<file path="config.mk">
export PLATFORM = sky130hd
export DESIGN_NAME = cbf_branch_unit
export DESIGN_NICKNAME = d
export VERILOG_FILES = /design/src/cbf_pkg.sv /design/src/cbf_qphase.sv /design/src/cbf_branch_unit.sv
export VERILOG_INCLUDE_DIRS = /design/src /design/src/src
export SDC_FILE = /design/constraint.sdc
export NUM_CORES = 1
export LEC_CHECK = 0
export BUFFER_PORTS_ARGS = -buffer_cell sky130_fd_sc_hd__buf_2
export CAP_MARGIN = 25
export CORE_ASPECT_RATIO = 0.7
export CORE_MARGIN = 2
export CORE_UTILIZATION = 35
export CTS_BUF_LIST = sky130_fd_sc_hd__clkbuf_4 sky130_fd_sc_hd__clkbuf_8 sky130_fd_sc_hd__clkbuf_16
export DETAILED_ROUTE_END_ITERATION = 10
export HOLD_SLACK_MARGIN = 0.05
export PLACE_DENSITY = 0.51
export SYNTH_ARGS = -nofsm -noshare
export SYNTH_HDL_FRONTEND = slang
export SYNTH_HIERARCHICAL = 1
export SYNTH_SLANG_ARGS = --single-unit
export TNS_END_PERCENT = 1
</file>
<file path="constraint.sdc">
create_clock -name clk -period 7.33 [get_ports clk]
set_input_delay 0 -clock clk [delete_from_list [all_inputs] [get_ports clk]]
set_output_delay 0 -clock clk [all_outputs]
set_load 0.01 [all_outputs]
</file>
<file path="src/cbf_params.svh">
// Constants for the flag-clear conditional branch unit.
// Assumes a 16-bit program word and a byte-addressed program counter.
`ifndef CBF_PARAMS_SVH
`define CBF_PARAMS_SVH

// ****************************************************************
// Widths
// ****************************************************************
`define CBF_PC_W        21
`define CBF_WORD_W      16
`define CBF_LIT_W       8
`define CBF_SEXT_W      12

// ****************************************************************
// Opcode upper bytes and field positions
// ****************************************************************
`define CBF_OP_NN       8'he7
`define CBF_OP_NOV      8'he5
`define CBF_OP_NZ       8'he1
`define CBF_OP_HI       15
`define CBF_OP_LO       8
`define CBF_LIT_HI      7
`define CBF_LIT_LO      0

// ****************************************************************
// Addressing and quarter phases
// ****************************************************************
`define CBF_PC_STEP     2
`define CBF_Q1          2'h0
`define CBF_Q2          2'h1
`define CBF_Q3          2'h2
`define CBF_Q4          2'h3
`define CBF_PHASES      4
`define CBF_PC_RST      21'h000000
`define CBF_LIT_RST     8'h00

`endif

</file>
<file path="src/cbf_pkg.sv">
// Types shared by the flag-clear conditional branch unit.
// Assumes cbf_params.svh is on the include path.
`include "cbf_params.svh"

package cbf_pkg;

    // ****************************************************************
    // Sequencer states and tested condition
    // ****************************************************************
    typedef enum logic [1:0] {
        CBF_IDLE = 2'b00,
        CBF_EXEC = 2'b01,
        CBF_NOP  = 2'b10
    } cbf_state_e;

    typedef enum logic [1:0] {
        CBF_COND_NN  = 2'b00,
        CBF_COND_NOV = 2'b01,
        CBF_COND_NZ  = 2'b10
    } cbf_cond_e;

    typedef logic [`CBF_PC_W-1:0] cbf_pc_t;

    // ****************************************************************
    // Whole state of the branch unit
    // ****************************************************************
    typedef struct packed {
        cbf_state_e            st;
        cbf_cond_e             cond;
        cbf_pc_t               addr;
        logic [`CBF_LIT_W-1:0] lit;
        cbf_pc_t               target;
        logic                  take;
        cbf_pc_t               pc_value;
        logic                  pc_load;
        logic                  done;
        logic                  busy;
        logic                  accept;
        logic                  taken;
        logic                  nop_cyc;
        logic                  flags_we;
    } cbf_state_s;

endpackage

</file>
<file path="src/cbf_qphase.sv">
// Quarter-phase sequencer: splits the clock into four-phase instruction cycles.
// Assumes one clock; phase Q1 follows the release of reset.
`timescale 1ns/1ns
`include "cbf_params.svh"

module cbf_qphase #(
    parameter int PHASES = `CBF_PHASES
) (
    input  wire logic       clk,
    input  wire logic       resetn,
    output logic [1:0]      phase
);

    logic [1:0] phase_reg;
    logic [1:0] phase_next;

    // Wraps after the last phase; the count is the instruction-cycle enable
    always_comb begin
        if (phase_reg == 2'(PHASES - 1)) begin
            phase_next = `CBF_Q1;
        end else begin
            phase_next = phase_reg + 2'h1;
        end
    end

    always_ff @(posedge clk or negedge resetn) begin
        if (!resetn) begin
            phase_reg <= `CBF_Q1;
        end else begin
            phase_reg <= phase_next;
        end
    end

    assign phase = phase_reg;

endmodule

</file>
<file path="src/cbf_branch_unit.sv">
// Decode and execute of the three flag-clear relative branches.
// Assumes fetch, flags and program counter logic share clk; no synchronisers.
`timescale 1ns/1ns
`include "cbf_params.svh"

module cbf_branch_unit (
    input  wire logic                   clk,
    input  wire logic                   resetn,
    input  wire logic                   instr_valid,
    input  wire logic [`CBF_WORD_W-1:0] instr_word,
    input  wire cbf_pkg::cbf_pc_t       instr_addr,
    input  wire logic                   flag_negative,
    input  wire logic                   flag_overflow,
    input  wire logic                   flag_zero,
    output logic                        accept,
    output logic                        busy,
    output logic                        pc_load,
    output cbf_pkg::cbf_pc_t            pc_value,
    output logic                        taken,
    output logic                        nop_cycle,
    output logic                        done,
    output logic                        flags_write_en
);
    import cbf_pkg::*;

    cbf_state_s s_reg;
    cbf_state_s s_next;
    logic [1:0] q_phase;
    logic [`CBF_OP_HI-`CBF_OP_LO:0] op_hi;
    logic       is_branch;
    cbf_cond_e  dec_cond;
    logic       cond_ok;
    cbf_pc_t    rel_off;
    cbf_pc_t    seq_addr;

    // ****************************************************************
    // Quarter phases
    // ****************************************************************
    cbf_qphase #(
        .PHASES (`CBF_PHASES)
    ) u_qphase (
        .clk    (clk),
        .resetn (resetn),
        .phase  (q_phase)
    );

    // ****************************************************************
    // Decode
    // ****************************************************************
    // Only the upper byte selects; the low byte is always the offset
    always_comb begin
        op_hi     = instr_word[`CBF_OP_HI:`CBF_OP_LO];
        is_branch = 1'b1;
        dec_cond  = CBF_COND_NN;
        unique case (op_hi)
            `CBF_OP_NOV: dec_cond = CBF_COND_NOV;
            `CBF_OP_NZ:  dec_cond = CBF_COND_NZ;
            `CBF_OP_NN:  dec_cond = CBF_COND_NN;
            default:     is_branch = 1'b0;
        endcase
    end

    // ****************************************************************
    // Condition and address arithmetic
    // ****************************************************************
    // Flags are sampled in Q3 only, so a flag update from the previous
    // instruction has settled by then
    always_comb begin
        unique case (s_reg.cond)
            CBF_COND_NOV: cond_ok = !flag_overflow;
            CBF_COND_NZ:  cond_ok = !flag_zero;
            CBF_COND_NN:  cond_ok = !flag_negative;
            default:      cond_ok = 1'b0;
        endcase
    end

    // Offset doubled: low bit zero keeps targets word aligned
    assign rel_off  = {{(`CBF_PC_W-`CBF_LIT_W-1){s_reg.lit[`CBF_LIT_HI]}},
                       s_reg.lit, 1'b0};
    assign seq_addr = s_reg.addr + `CBF_PC_W'(`CBF_PC_STEP);

    // ****************************************************************
    // Sequencer
    // ****************************************************************
    always_comb begin
        s_next          = s_reg;
        s_next.pc_load  = 1'b0;
        s_next.done     = 1'b0;
        s_next.accept   = 1'b0;
        s_next.flags_we = 1'b0;
        unique case (s_reg.st)
            CBF_IDLE: begin
                // Q1: decode a fresh word
                if (q_phase == `CBF_Q1 && instr_valid && is_branch) begin
                    s_next.st      = CBF_EXEC;
                    s_next.cond    = dec_cond;
                    s_next.addr    = instr_addr;
                    s_next.accept  = 1'b1;
                    s_next.busy    = 1'b1;
                    s_next.taken   = 1'b0;
                    s_next.nop_cyc = 1'b0;
                end
            end
            CBF_EXEC: begin
                if (q_phase == `CBF_Q2) begin
                    // Q2: read the literal from the held word
                    s_next.lit = instr_word[`CBF_LIT_HI:`CBF_LIT_LO];
                end else if (q_phase == `CBF_Q3) begin
                    // Q3: test the flag and form the target
                    s_next.take   = cond_ok;
                    s_next.target = seq_addr + rel_off;
                end else if (q_phase == `CBF_Q4) begin
                    if (s_reg.take) begin
                        s_next.pc_value = s_reg.target;
                        s_next.pc_load  = 1'b1;
                        s_next.taken    = 1'b1;
                        s_next.nop_cyc  = 1'b1;
                        s_next.st       = CBF_NOP;
                    end else begin
                        // Q4 idle; the sequential address stands
                        s_next.pc_value = seq_addr;
                        s_next.done     = 1'b1;
                        s_next.busy     = 1'b0;
                        s_next.st       = CBF_IDLE;
                    end
                end
            end
            CBF_NOP: begin
                // Whole cycle idle while fetch refills behind the jump
                if (q_phase == `CBF_Q4) begin
                    s_next.nop_cyc = 1'b0;
                    s_next.done    = 1'b1;
                    s_next.busy    = 1'b0;
                    s_next.st      = CBF_IDLE;
                end
            end
            default: s_next.st = CBF_IDLE;
        endcase
    end

    always_ff @(posedge clk or negedge resetn) begin
        if (!resetn) begin
            s_reg          <= '0;
            s_reg.st       <= CBF_IDLE;
            s_reg.cond     <= CBF_COND_NN;
            s_reg.addr     <= `CBF_PC_RST;
            s_reg.lit      <= `CBF_LIT_RST;
            s_reg.target   <= `CBF_PC_RST;
            s_reg.pc_value <= `CBF_PC_RST;
        end else begin
            s_reg <= s_next;
        end
    end

    // ****************************************************************
    // Outputs, all straight from the state register
    // ****************************************************************
    assign accept         = s_reg.accept;
    assign busy           = s_reg.busy;
    assign pc_load        = s_reg.pc_load;
    assign pc_value       = s_reg.pc_value;
    assign taken          = s_reg.taken;
    assign nop_cycle      = s_reg.nop_cyc;
    assign done           = s_reg.done;
    assign flags_write_en = s_reg.flags_we;

    // ****************************************************************
    // Checks
    // ****************************************************************
    property p_decode_nov;
        @(posedge clk) disable iff (!resetn)
        (q_phase == `CBF_Q1 && s_reg.st == CBF_IDLE && instr_valid &&
         instr_word[`CBF_OP_HI:`CBF_OP_LO] == `CBF_OP_NOV)
        |=> (accept && busy && s_reg.cond == CBF_COND_NOV);
    endproperty
    a_decode_nov: assert property (p_decode_nov) else $error("overflow-clear not decoded");

    property p_cond_nov;
        @(posedge clk) disable iff (!resetn)
        (s_reg.st == CBF_EXEC && q_phase == `CBF_Q3 && s_reg.cond == CBF_COND_NOV)
        |=> (s_reg.take == !$past(flag_overflow));
    endproperty
    a_cond_nov: assert property (p_cond_nov) else $error("overflow test wrong");

    property p_cond_nz;
        @(posedge clk) disable iff (!resetn)
        (s_reg.st == CBF_EXEC && q_phase == `CBF_Q3 && s_reg.cond == CBF_COND_NZ)
        |=> (s_reg.take == !$past(flag_zero));
    endproperty
    a_cond_nz: assert property (p_cond_nz) else $error("zero test wrong");

    property p_cond_nn;
        @(posedge clk) disable iff (!resetn)
        (s_reg.st == CBF_EXEC && q_phase == `CBF_Q3 && s_reg.cond == CBF_COND_NN)
        |=> (s_reg.take == !$past(flag_negative));
    endproperty
    a_cond_nn: assert property (p_cond_nn) else $error("negative test wrong");

    property p_target;
        @(posedge clk) disable iff (!resetn)
        pc_load |-> (pc_value == seq_addr + rel_off);
    endproperty
    a_target: assert property (p_target) else $error("branch target wrong");

    property p_fall_through;
        @(posedge clk) disable iff (!resetn)
        (done && !taken) |-> (pc_value == seq_addr && !$past(pc_load));
    endproperty
    a_fall_through: assert property (p_fall_through) else $error("fall-through pc wrong");

    property p_cycles;
        @(posedge clk) disable iff (!resetn)
        accept |-> ##3 ((done && !pc_load) or (pc_load ##4 done));
    endproperty
    a_cycles: assert property (p_cycles) else $error("instruction cycle count wrong");

    property p_pc_write_q4;
        @(posedge clk) disable iff (!resetn)
        pc_load |-> ($past(q_phase) == `CBF_Q4 && $past(s_reg.st) == CBF_EXEC);
    endproperty
    a_pc_write_q4: assert property (p_pc_write_q4) else $error("pc written outside Q4");

    property p_nop_cycle;
        @(posedge clk) disable iff (!resetn)
        pc_load |-> nop_cycle [*4] ##1 (!nop_cycle && !busy);
    endproperty
    a_nop_cycle: assert property (p_nop_cycle) else $error("idle cycle length wrong");

    property p_flags_kept;
        @(posedge clk) disable iff (!resetn)
        (busy || done) |-> !flags_write_en;
    endproperty
    a_flags_kept: assert property (p_flags_kept) else $error("flags written");

endmodule

</file>
[After elaboration in Yosys (flattened, before gate mapping)]
Index checks and enable logic that the tools add are counted.
Cells by class
  add/sub/neg operators: 3
  equal/unequal tests: 17
  muxes and demuxes: 30
  bitwise logic cells: 2
  reductions and logical operators: 19
Operators with widths (count)
  $mux W25: 1
  $eq A8 B8 Y1 const B: 3
  $mux W2: 12
  $add A21 B2 Y21 const B: 1
  $add A21 B21 Y21: 1
  $mux W21: 1
  $ne A2 B2 Y1 const B: 7
  $reduce_and A7 Y1: 2
  $mux W3: 3
  $pmux W1 S3: 3
  $eq A2 B2 Y1 const B: 4
  $eq A2 B1 Y1 const B: 3
  $logic_not A2 Y1: 3
  $pmux W2 S3: 1
  $reduce_and A6 Y1: 1
  $mux W1: 5
  $reduce_and A5 Y1: 1
  $mux W4: 1
  $pmux W1 S2: 2
  $pmux W2 S2: 1
  $reduce_and A2 Y1: 2
  $reduce_and A4 Y1: 1
  $logic_not A1 Y1: 3
  $reduce_and A3 Y1: 1
  6 further kinds: 8
Storage, ports and cells
  register bits: 84
  input bits: 43
  output and inout port bits: 28
  word-level logic and storage cells: 85

[Longest topological paths before layout]
Gate-level depths: netlist of the first run.
  depth after elaboration: 6
  mapped depth: 14
  depth with buffers taken out: 13

[Modules after synthesis]
The synthesis of the first run kept the hierarchy.
Modules (own cells, without submodules)
  cbf_branch_unit: times used 1, cells each 547, area an instance 4978.5 um^2, seq. area each 2052.0 um^2
  cbf_qphase: times used 1, cells each 4, area an instance 66.3 um^2, seq. area each 50.0 um^2

[Worst setup path after synthesis of the first run]
Ideal clock, no wire load.
  kind: reg-to-reg
  start: register s_reg[59] (netlist name)
  end: register s_reg[49] (netlist name)
  setup time: 76 ps
  arrival time: 2724 ps
  required time: 7254 ps
  setup slack: 4530 ps
  cell stages (with the launch flop): 14
  path through: dfrtp_1 > ha_1 > and2_1 > nand4_1 > nor3_1 > and3_1 > xor2_1 > ha_1 > clkbuf_1 > and3_1 > a311oi_1 > o31ai_1 > xor2_1 > o21ai_1
Between the ends
  word-level cells in the longest chain between the ends: 2
Ends and longest elaborated chain
  from (decl): line cbf_branch_unit.sv:26  | cbf_state_s s_reg;
  from (signal assigned): line cbf_branch_unit.sv:151  | s_reg <= s_next;
  $add A21 B2 Y21: line cbf_branch_unit.sv:80  | assign seq_addr = s_reg.addr + `CBF_PC_W'(`CBF_PC_STEP);
  $add A21 B21 Y21: line cbf_branch_unit.sv:111  | s_next.target = seq_addr + rel_off;
No other way between the ends.
A chain may end at the register's enable or synchronous reset.

[Final worst setup path of the first run]
Same ends and word-level chain as after synthesis.

==> qor.csv, run 1 <==
stage,metric,value,unit
floorplan,io_pins,71,
power_and_ir_drop,p_seq_share,45.4,%
timing,timing.setup.tns,0,ns
worst_setup_path,path_class,reg2reg,
worst_setup_path,endpoint_arrival_time_on_the_critical_path,3.57,ns
floorplan,initial_utilization,36.0,%
power_and_ir_drop,vdd_ir_drop_max,0.0000996,V
power_and_ir_drop,p_sw,0.268,mW
cts,cts_tree,yes,
routing,final_antenna_net_count,0,
placed_design,preCtsSetupSlack,4.10,ns
logic_synthesis,netlist.top_cell.by_area,sky130_fd_sc_hd__dfrtp_1,
timing,final.period_utilization,44.9,%
worst_setup_path,worstPathCellList,ha_1 -> and2_1 -> nand4_1 -> nor3_1 -> and3_1 -> xor2_1 -> ha_1 -> and3_1 -> a311oi_1 -> o31ai_1 -> xor2_1 -> o21ai_1,
cts,clock_sinks,84,
global_route,grt-ovfl-total,0,
logic_synthesis,synth_enable_flop_cells,0,
routing,route.vias.total,4006,
worst_setup_path,timing.critical_path.to_type,flop,
logic_synthesis,post_synth_inst_count,551,
timing,max_fclk,304,MHz
timing,layout_min_cycle_time,3.29,ns
cts,cts_clk_pin_slew_worst_paths,0.07,ns
power_and_ir_drop,comb_pwr_share,10.9,%
timing,rsz0062_at_grt,no,
placed_design,io_buffers,69,
routing,drt_first_pass_iters,4,
final_layout,final_cell_mix,"sky130_fd_sc_hd__nand2_1, sky130_fd_sc_hd__dfrtp_1, sky130_fd_sc_hd__buf_2",
worst_setup_path,cp_max_delay_cell,sky130_fd_sc_hd__dfrtp_1,
logic_synthesis,postSynth.topFlopCell,sky130_fd_sc_hd__dfrtp_1,
logic_synthesis,netlist_top_cells_area,"sky130_fd_sc_hd__dfrtp_1, sky130_fd_sc_hd__nand2_1, sky130_fd_sc_hd__ha_1",
global_route,number_of_antenna_violations_at_the_first_check_in_global_routing,0,
final_layout,layout-drive-gt1-share,17.9,%
routing,dr.first_iter.drc_count,145,
logic_synthesis,synth-seq-cells,84,
final_layout,filler_cell_count,1370,
final_layout,post_layout_nonfiller_instances,823,
cts,post_cts_sizing,0,
final_layout,layout.cells.most_common,sky130_fd_sc_hd__nand2_1,
routing,drc,0,
placed_design,placed_cells,772,
power_and_ir_drop,cell_leakage_power,3.03,nW
final_layout,fin_nets,704,
timing,final-setup-viol-count,0,
power_and_ir_drop,power.density,174,nW/um^2
worst_setup_path,crit_buf_inv,0,
logic_synthesis,ys.warnings.count,6,
final_layout,max_ffs_per_register,47,
power_and_ir_drop,swShare,25.3,%
worst_setup_path,maximum_fanout_encountered_on_the_critical_timing_path,9,
cts,ctsHtreeMaxLevel,3,
final_layout,antenna_cells,0,
global_route,global_route.usage.total,17.2,%
placed_design,routability_driven_placement_congestion_ratio,0.868,
logic_synthesis,synth.distinct_cells,55,
floorplan,design.die.area,15400,sq um
timing,slew_violations,0,
power_and_ir_drop,power_report.internal_total,0.789,mW
floorplan,placement_rows,36,
cts,numCtsBuffers,9,
cts,cts.path.max_buffers,2,
worst_setup_path,cp_slowest_stage_delay,0.43,ns
global_route,grt_max_degree,57,
run_status,run_status,completed,
logic_synthesis,ys_async_sr_fraction,100,%
timing,max_slew.worst_pin.slew,0.729,ns
timing,final_hold_violation_count,0,
timing,final.setup_skew,0.00907,ns
logic_synthesis,post-synth-top-area-fraction,41.7,%
worst_setup_path,cp-start-kind,flop,
cts,clock-root-buffer,sky130_fd_sc_hd__clkbuf_16,
worst_setup_path,timing.critical_path.max_delay_family,simple AND/OR/NAND/NOR gates,
worst_setup_path,worst-endpoint-required,7.61,ns
global_route,grt_pass1_wl,20500,microns
timing,maxSlewHeadroom,51.4,%
logic_synthesis,yosysSeqAreaShare,41.7,%
cts,clk_latency,0.35,ns
final_layout,areaGrowthSynthToFinish,20.2,%
timing,setup_ws_post_layout,4.04,ns
floorplan,overall_die_width,147,microns
flow_run,max_cap_violations,0,
placed_design,dp.final_hpwl,9090,microns
logic_synthesis,syn-mean-instance-area,9.16,sq um
floorplan,floorplan.core_area,14000,sq um
timing,fin_worst_hold_slack,0.0686,ns
hold_path,worst_hold_path_type,in2reg,
power_and_ir_drop,pwr-share-clk,43.8,%
routing,drt-vias-per-instance,4.87,
power_and_ir_drop,p_total,1.06,mW
global_route,grt_pass1_vias,3879,
logic_synthesis,mappedNetlistArea,5040,sq um
floorplan,chipHeight,104,microns
routing,drt_wl_total,12500,microns
routing,avgRoutedWirePerCell,15.1,microns
logic_synthesis,synth.net_count,627,
[layer usage]
metal | track usage, % | vias up | routed length [microns] | share of wire [%]
met1 | 28.2 | 1874 | 7150 | 57
li1 | - | 2029 | - | -
met4 | 4.12 | 0 | 114 | 0.91
met5 | 0 | - | 0 | 0
met3 | 4.25 | 8 | 627 | 5.0
met2 | 21.8 | 95 | 4570 | 37
[worst paths after layout]
kind	from	to	slack [ns]	cells after the start
min reg2reg	pc_value[2]	pc_value[2]	0.47	2
min	instr_word[15]	s_reg[79]	0.07	5
max in group asynchronous	resetn	s_reg[43]	6.13	3
max reg2reg	s_reg[59]	s_reg[49]	4.04	12
min in group asynchronous	resetn	s_reg[60]	0.13	2
max	s_reg[59]	s_reg[49]	4.04	12
[stage by stage]
stage,utilization (%),area [sq um]
floorplan,-,5040
global placement,38.6,5410
detailed placement,38.6,5410
CTS,43.3,6060
global route,43.3,6060
finish,43.3,6060
[Yosys cell counts (10+ instances only)]
cell / n
sky130_fd_sc_hd__nand4_1: 13
sky130_fd_sc_hd__nor2_1: 18
sky130_fd_sc_hd__inv_1: 14
sky130_fd_sc_hd__clkbuf_1: 16
sky130_fd_sc_hd__mux2_2: 12
sky130_fd_sc_hd__ha_1: 32
sky130_fd_sc_hd__buf_4: 22
sky130_fd_sc_hd__nand3_1: 10
sky130_fd_sc_hd__nor3_1: 10
sky130_fd_sc_hd__xor2_1: 12
sky130_fd_sc_hd__o21ai_0: 43
sky130_fd_sc_hd__dfrtp_1: 84
sky130_fd_sc_hd__mux2i_1: 19
sky130_fd_sc_hd__a21oi_1: 27
sky130_fd_sc_hd__xnor2_1: 18
sky130_fd_sc_hd__nand2_1: 127
[cells by family (layout without fill, tap and decap cells)]
logic type	count (synthesis)	in the layout	share of synthesized area, %
simple gates	209	209	19.3
compound gates	105	105	12.4
flops	84	84	41.7
buf+inv	57	139	6.10
fa+ha+maj	33	33	8.33
xor+xnor	31	31	5.65
mux	31	31	6.45
other cells	1	1	0.0743
[layout make-up]
| class | count | area, sq um | area share (%) |
|---|---|---|---|
| inverters | 14 | 52.6 | 0.867 |
| clock buffers | 9 | 225 | 3.72 |
| flip-flops and latches | 84 | 2100 | 34.7 |
| clock inverters | 7 | 73.8 | 1.22 |
| multi-input cells | 410 | 2640 | 43.5 |
| well taps | 190 | 238 | 3.92 |
| repair buffers | 109 | 736 | 12.1 |
[tightest hold or removal path: cells and delay by family]
family,cells,cell delay (ns)
simple gates,3,0.18
buf+inv,1,0.10
compound gates,1,0.07
[power by group through the flow]
stage	clock, mW	combinational, mW	sequential (mW)
CTS	0.476	0.115	0.479
global placement	0	0.0988	0.488
finish	0.462	0.115	0.479
global route	0.498	0.130	0.480
detailed placement	0	0.101	0.488
floorplan	0	0.0628	0.486
[repair_timing]
| item | 4_1_cts | 5_1_grt |
|---|---|---|
| buffers inserted | 0 | 0 |
| hold buffers | 35 | 0 |
| endpoints found under the hold margin | 60 | 0 |
(Power assumes the default switching activity.)
==> run 2, diff against run 1 <==
==> constraint.sdc (replaced) <==
create_clock -name clk -period 3.3 [get_ports clk]
set_input_delay 0 -clock clk [delete_from_list [all_inputs] [get_ports clk]]
set_output_delay 0 -clock clk [all_outputs]
set_load 0.01 [all_outputs]
==> run 2 against run 1 <==
Fmax grew 6.6%. Sequential power grew 120%. Critical endpoint unchanged. Highest routed layer unchanged. First-iteration DRC count grew 52%.
==> qor.csv, run 2 (synthesis gave the netlist of run 1 again) <==
stage,metric,value,unit
floorplan,io_pins,71,
floorplan,placement_rows,36,
placed_design,routability_driven_placement_congestion_ratio,0.898,
hold_path,worst_hold_path_type,in2reg,
final_layout,areaGrowthSynthToFinish,22.3,%
global_route,grt-ovfl-total,0,
worst_setup_path,endpoint_arrival_time_on_the_critical_path,3.29,ns
routing,avgRoutedWirePerCell,15.4,microns
final_layout,post_layout_nonfiller_instances,828,
timing,final-setup-viol-count,0,
final_layout,layout-drive-gt1-share,19.0,%
floorplan,floorplan.core_area,14000,sq um
global_route,grt_max_degree,65,
routing,drt_first_pass_iters,5,
power_and_ir_drop,vdd_ir_drop_max,0.000226,V
floorplan,initial_utilization,36.0,%
final_layout,final_cell_mix,"sky130_fd_sc_hd__nand2_1, sky130_fd_sc_hd__dfrtp_1, sky130_fd_sc_hd__buf_2",
timing,max_fclk,324,MHz
global_route,number_of_antenna_violations_at_the_first_check_in_global_routing,0,
worst_setup_path,cp-start-kind,flop,
timing,layout_min_cycle_time,3.09,ns
global_route,grt_pass1_vias,4010,
cts,post_cts_setup_repair_buffer_count,0,
placed_design,io_buffers,69,
cts,cts_tree,yes,
routing,drc,0,
routing,drt_wl_total,12700,microns
routing,drt-vias-per-instance,4.87,
worst_setup_path,path_class,reg2reg,
cts,clock-root-buffer,sky130_fd_sc_hd__clkbuf_16,
final_layout,layout.cells.most_common,sky130_fd_sc_hd__nand2_1,
timing,maxSlewHeadroom,41.6,%
timing,fin_worst_hold_slack,0.0678,ns
cts,cts_clk_pin_slew_worst_paths,0.06,ns
global_route,grt_pass1_wl,20900,microns
power_and_ir_drop,p_total,2.52,mW
timing,final_hold_violation_count,0,
final_layout,max_ffs_per_register,47,
run_status,run_status,completed,
power_and_ir_drop,cell_leakage_power,3.09,nW
cts,ctsHtreeMaxLevel,3,
timing,rsz0062_at_grt,yes,
timing,final.setup_skew,0.0114,ns
global_route,global_route.usage.total,17.5,%
timing,final.period_utilization,93.5,%
cts,clk_latency,0.35,ns
cts,clock_sinks,84,
power_and_ir_drop,power.density,408,nW/um^2
final_layout,antenna_cells,0,
floorplan,design.die.area,15400,sq um
cts,numCtsBuffers,9,
routing,m1WireLength,6930,microns
timing,slew_violations,0,
timing,max_slew.worst_pin.slew,0.874,ns
routing,route.top_layer_used,met4,
worst_setup_path,timing.critical_path.to_type,flop,
routing,wl_met3,935,microns
routing,met2_length,4690,microns
flow_run,max_cap_violations,0,
cts,cts.path.max_buffers,2,
routing,dr.first_iter.drc_count,220,
routing,final_antenna_net_count,0,
worst_setup_path,maximum_fanout_encountered_on_the_critical_timing_path,9,
final_layout,fin_nets,709,
final_layout,final_util,44.1,%
routing,route.vias.total,4033,
placed_design,placed_cells,777,
worst_setup_path,worst-endpoint-required,3.50,ns
floorplan,overall_die_width,147,microns
placed_design,dp.final_hpwl,9430,microns
floorplan,chipHeight,104,microns
[run 2: worst paths after layout]
path,cells past startpoint,start,end,slack [ns]
setup / recovery,12,s_reg[59],s_reg[49],0.21
hold / removal,5,instr_word[15],s_reg[79],0.07
setup reg to reg,12,s_reg[59],s_reg[49],0.21
hold reg to reg,2,pc_value[5],pc_value[5],0.47
max in group asynchronous,3,resetn,s_reg[69],2.25
min in group asynchronous,2,resetn,s_reg[61],0.27
[run 2: metal layers]
layer,vias up,track usage (%)
met5,-,0
met4,0,5.29
met3,21,5.79
met2,127,22.9
met1,1841,26.7
li1,2044,-
[run 2: critical path, cell delays in order (launching register included)]
cell	delay, ns
sky130_fd_sc_hd__dfrtp_1	0.42
sky130_fd_sc_hd__ha_1	0.20
sky130_fd_sc_hd__and2_1	0.18
sky130_fd_sc_hd__nand4_1	0.19
sky130_fd_sc_hd__nor3_2	0.26
sky130_fd_sc_hd__and3_1	0.19
sky130_fd_sc_hd__xor2_1	0.25
sky130_fd_sc_hd__ha_1	0.38
sky130_fd_sc_hd__and3_1	0.24
sky130_fd_sc_hd__a311oi_1	0.29
sky130_fd_sc_hd__o31ai_1	0.14
sky130_fd_sc_hd__xor2_1	0.15
sky130_fd_sc_hd__o21ai_1	0.07
[run 2: power breakdown]
part	total [mW]	switching (mW)	internal (mW)
clock	1.19	0.433	0.760
combinational	0.258	0.139	0.119
sequential	1.07	0.0209	1.05
total	2.52	0.592	1.93
[run 2: per-stage QoR]
step / worst slack [ns] / TNS (ns) / instance area (sq um)
after floorplan: 0.500 / 0 / 5040
after global placement: 0.209 / 0 / 5450
after detailed placement: 0.197 / 0 / 5450
after CTS: 0.177 / 0 / 6150
after global routing: -0.0194 / -0.0194 / 6170
final: 0.213 / 0 / 6170
[run 2: area by class of cell]
type | instances | area, sq um
repair buffers | 114 | 773
clock buffers | 10 | 239
well taps | 190 | 238
multi-input cells | 410 | 2660
fillers | 1361 | 7840
clock inverters | 6 | 111
inverters | 14 | 52.6
flip-flops and latches | 84 | 2100
[run 2: timing repair]
| action | in CTS | in global routing |
|---|---|---|
| endpoints found under the setup margin | 0 | 5 |
| gates resized for setup | 0 | 4 |
| endpoints found under the hold margin | 95 | 0 |
| hold buffers | 35 | 0 |
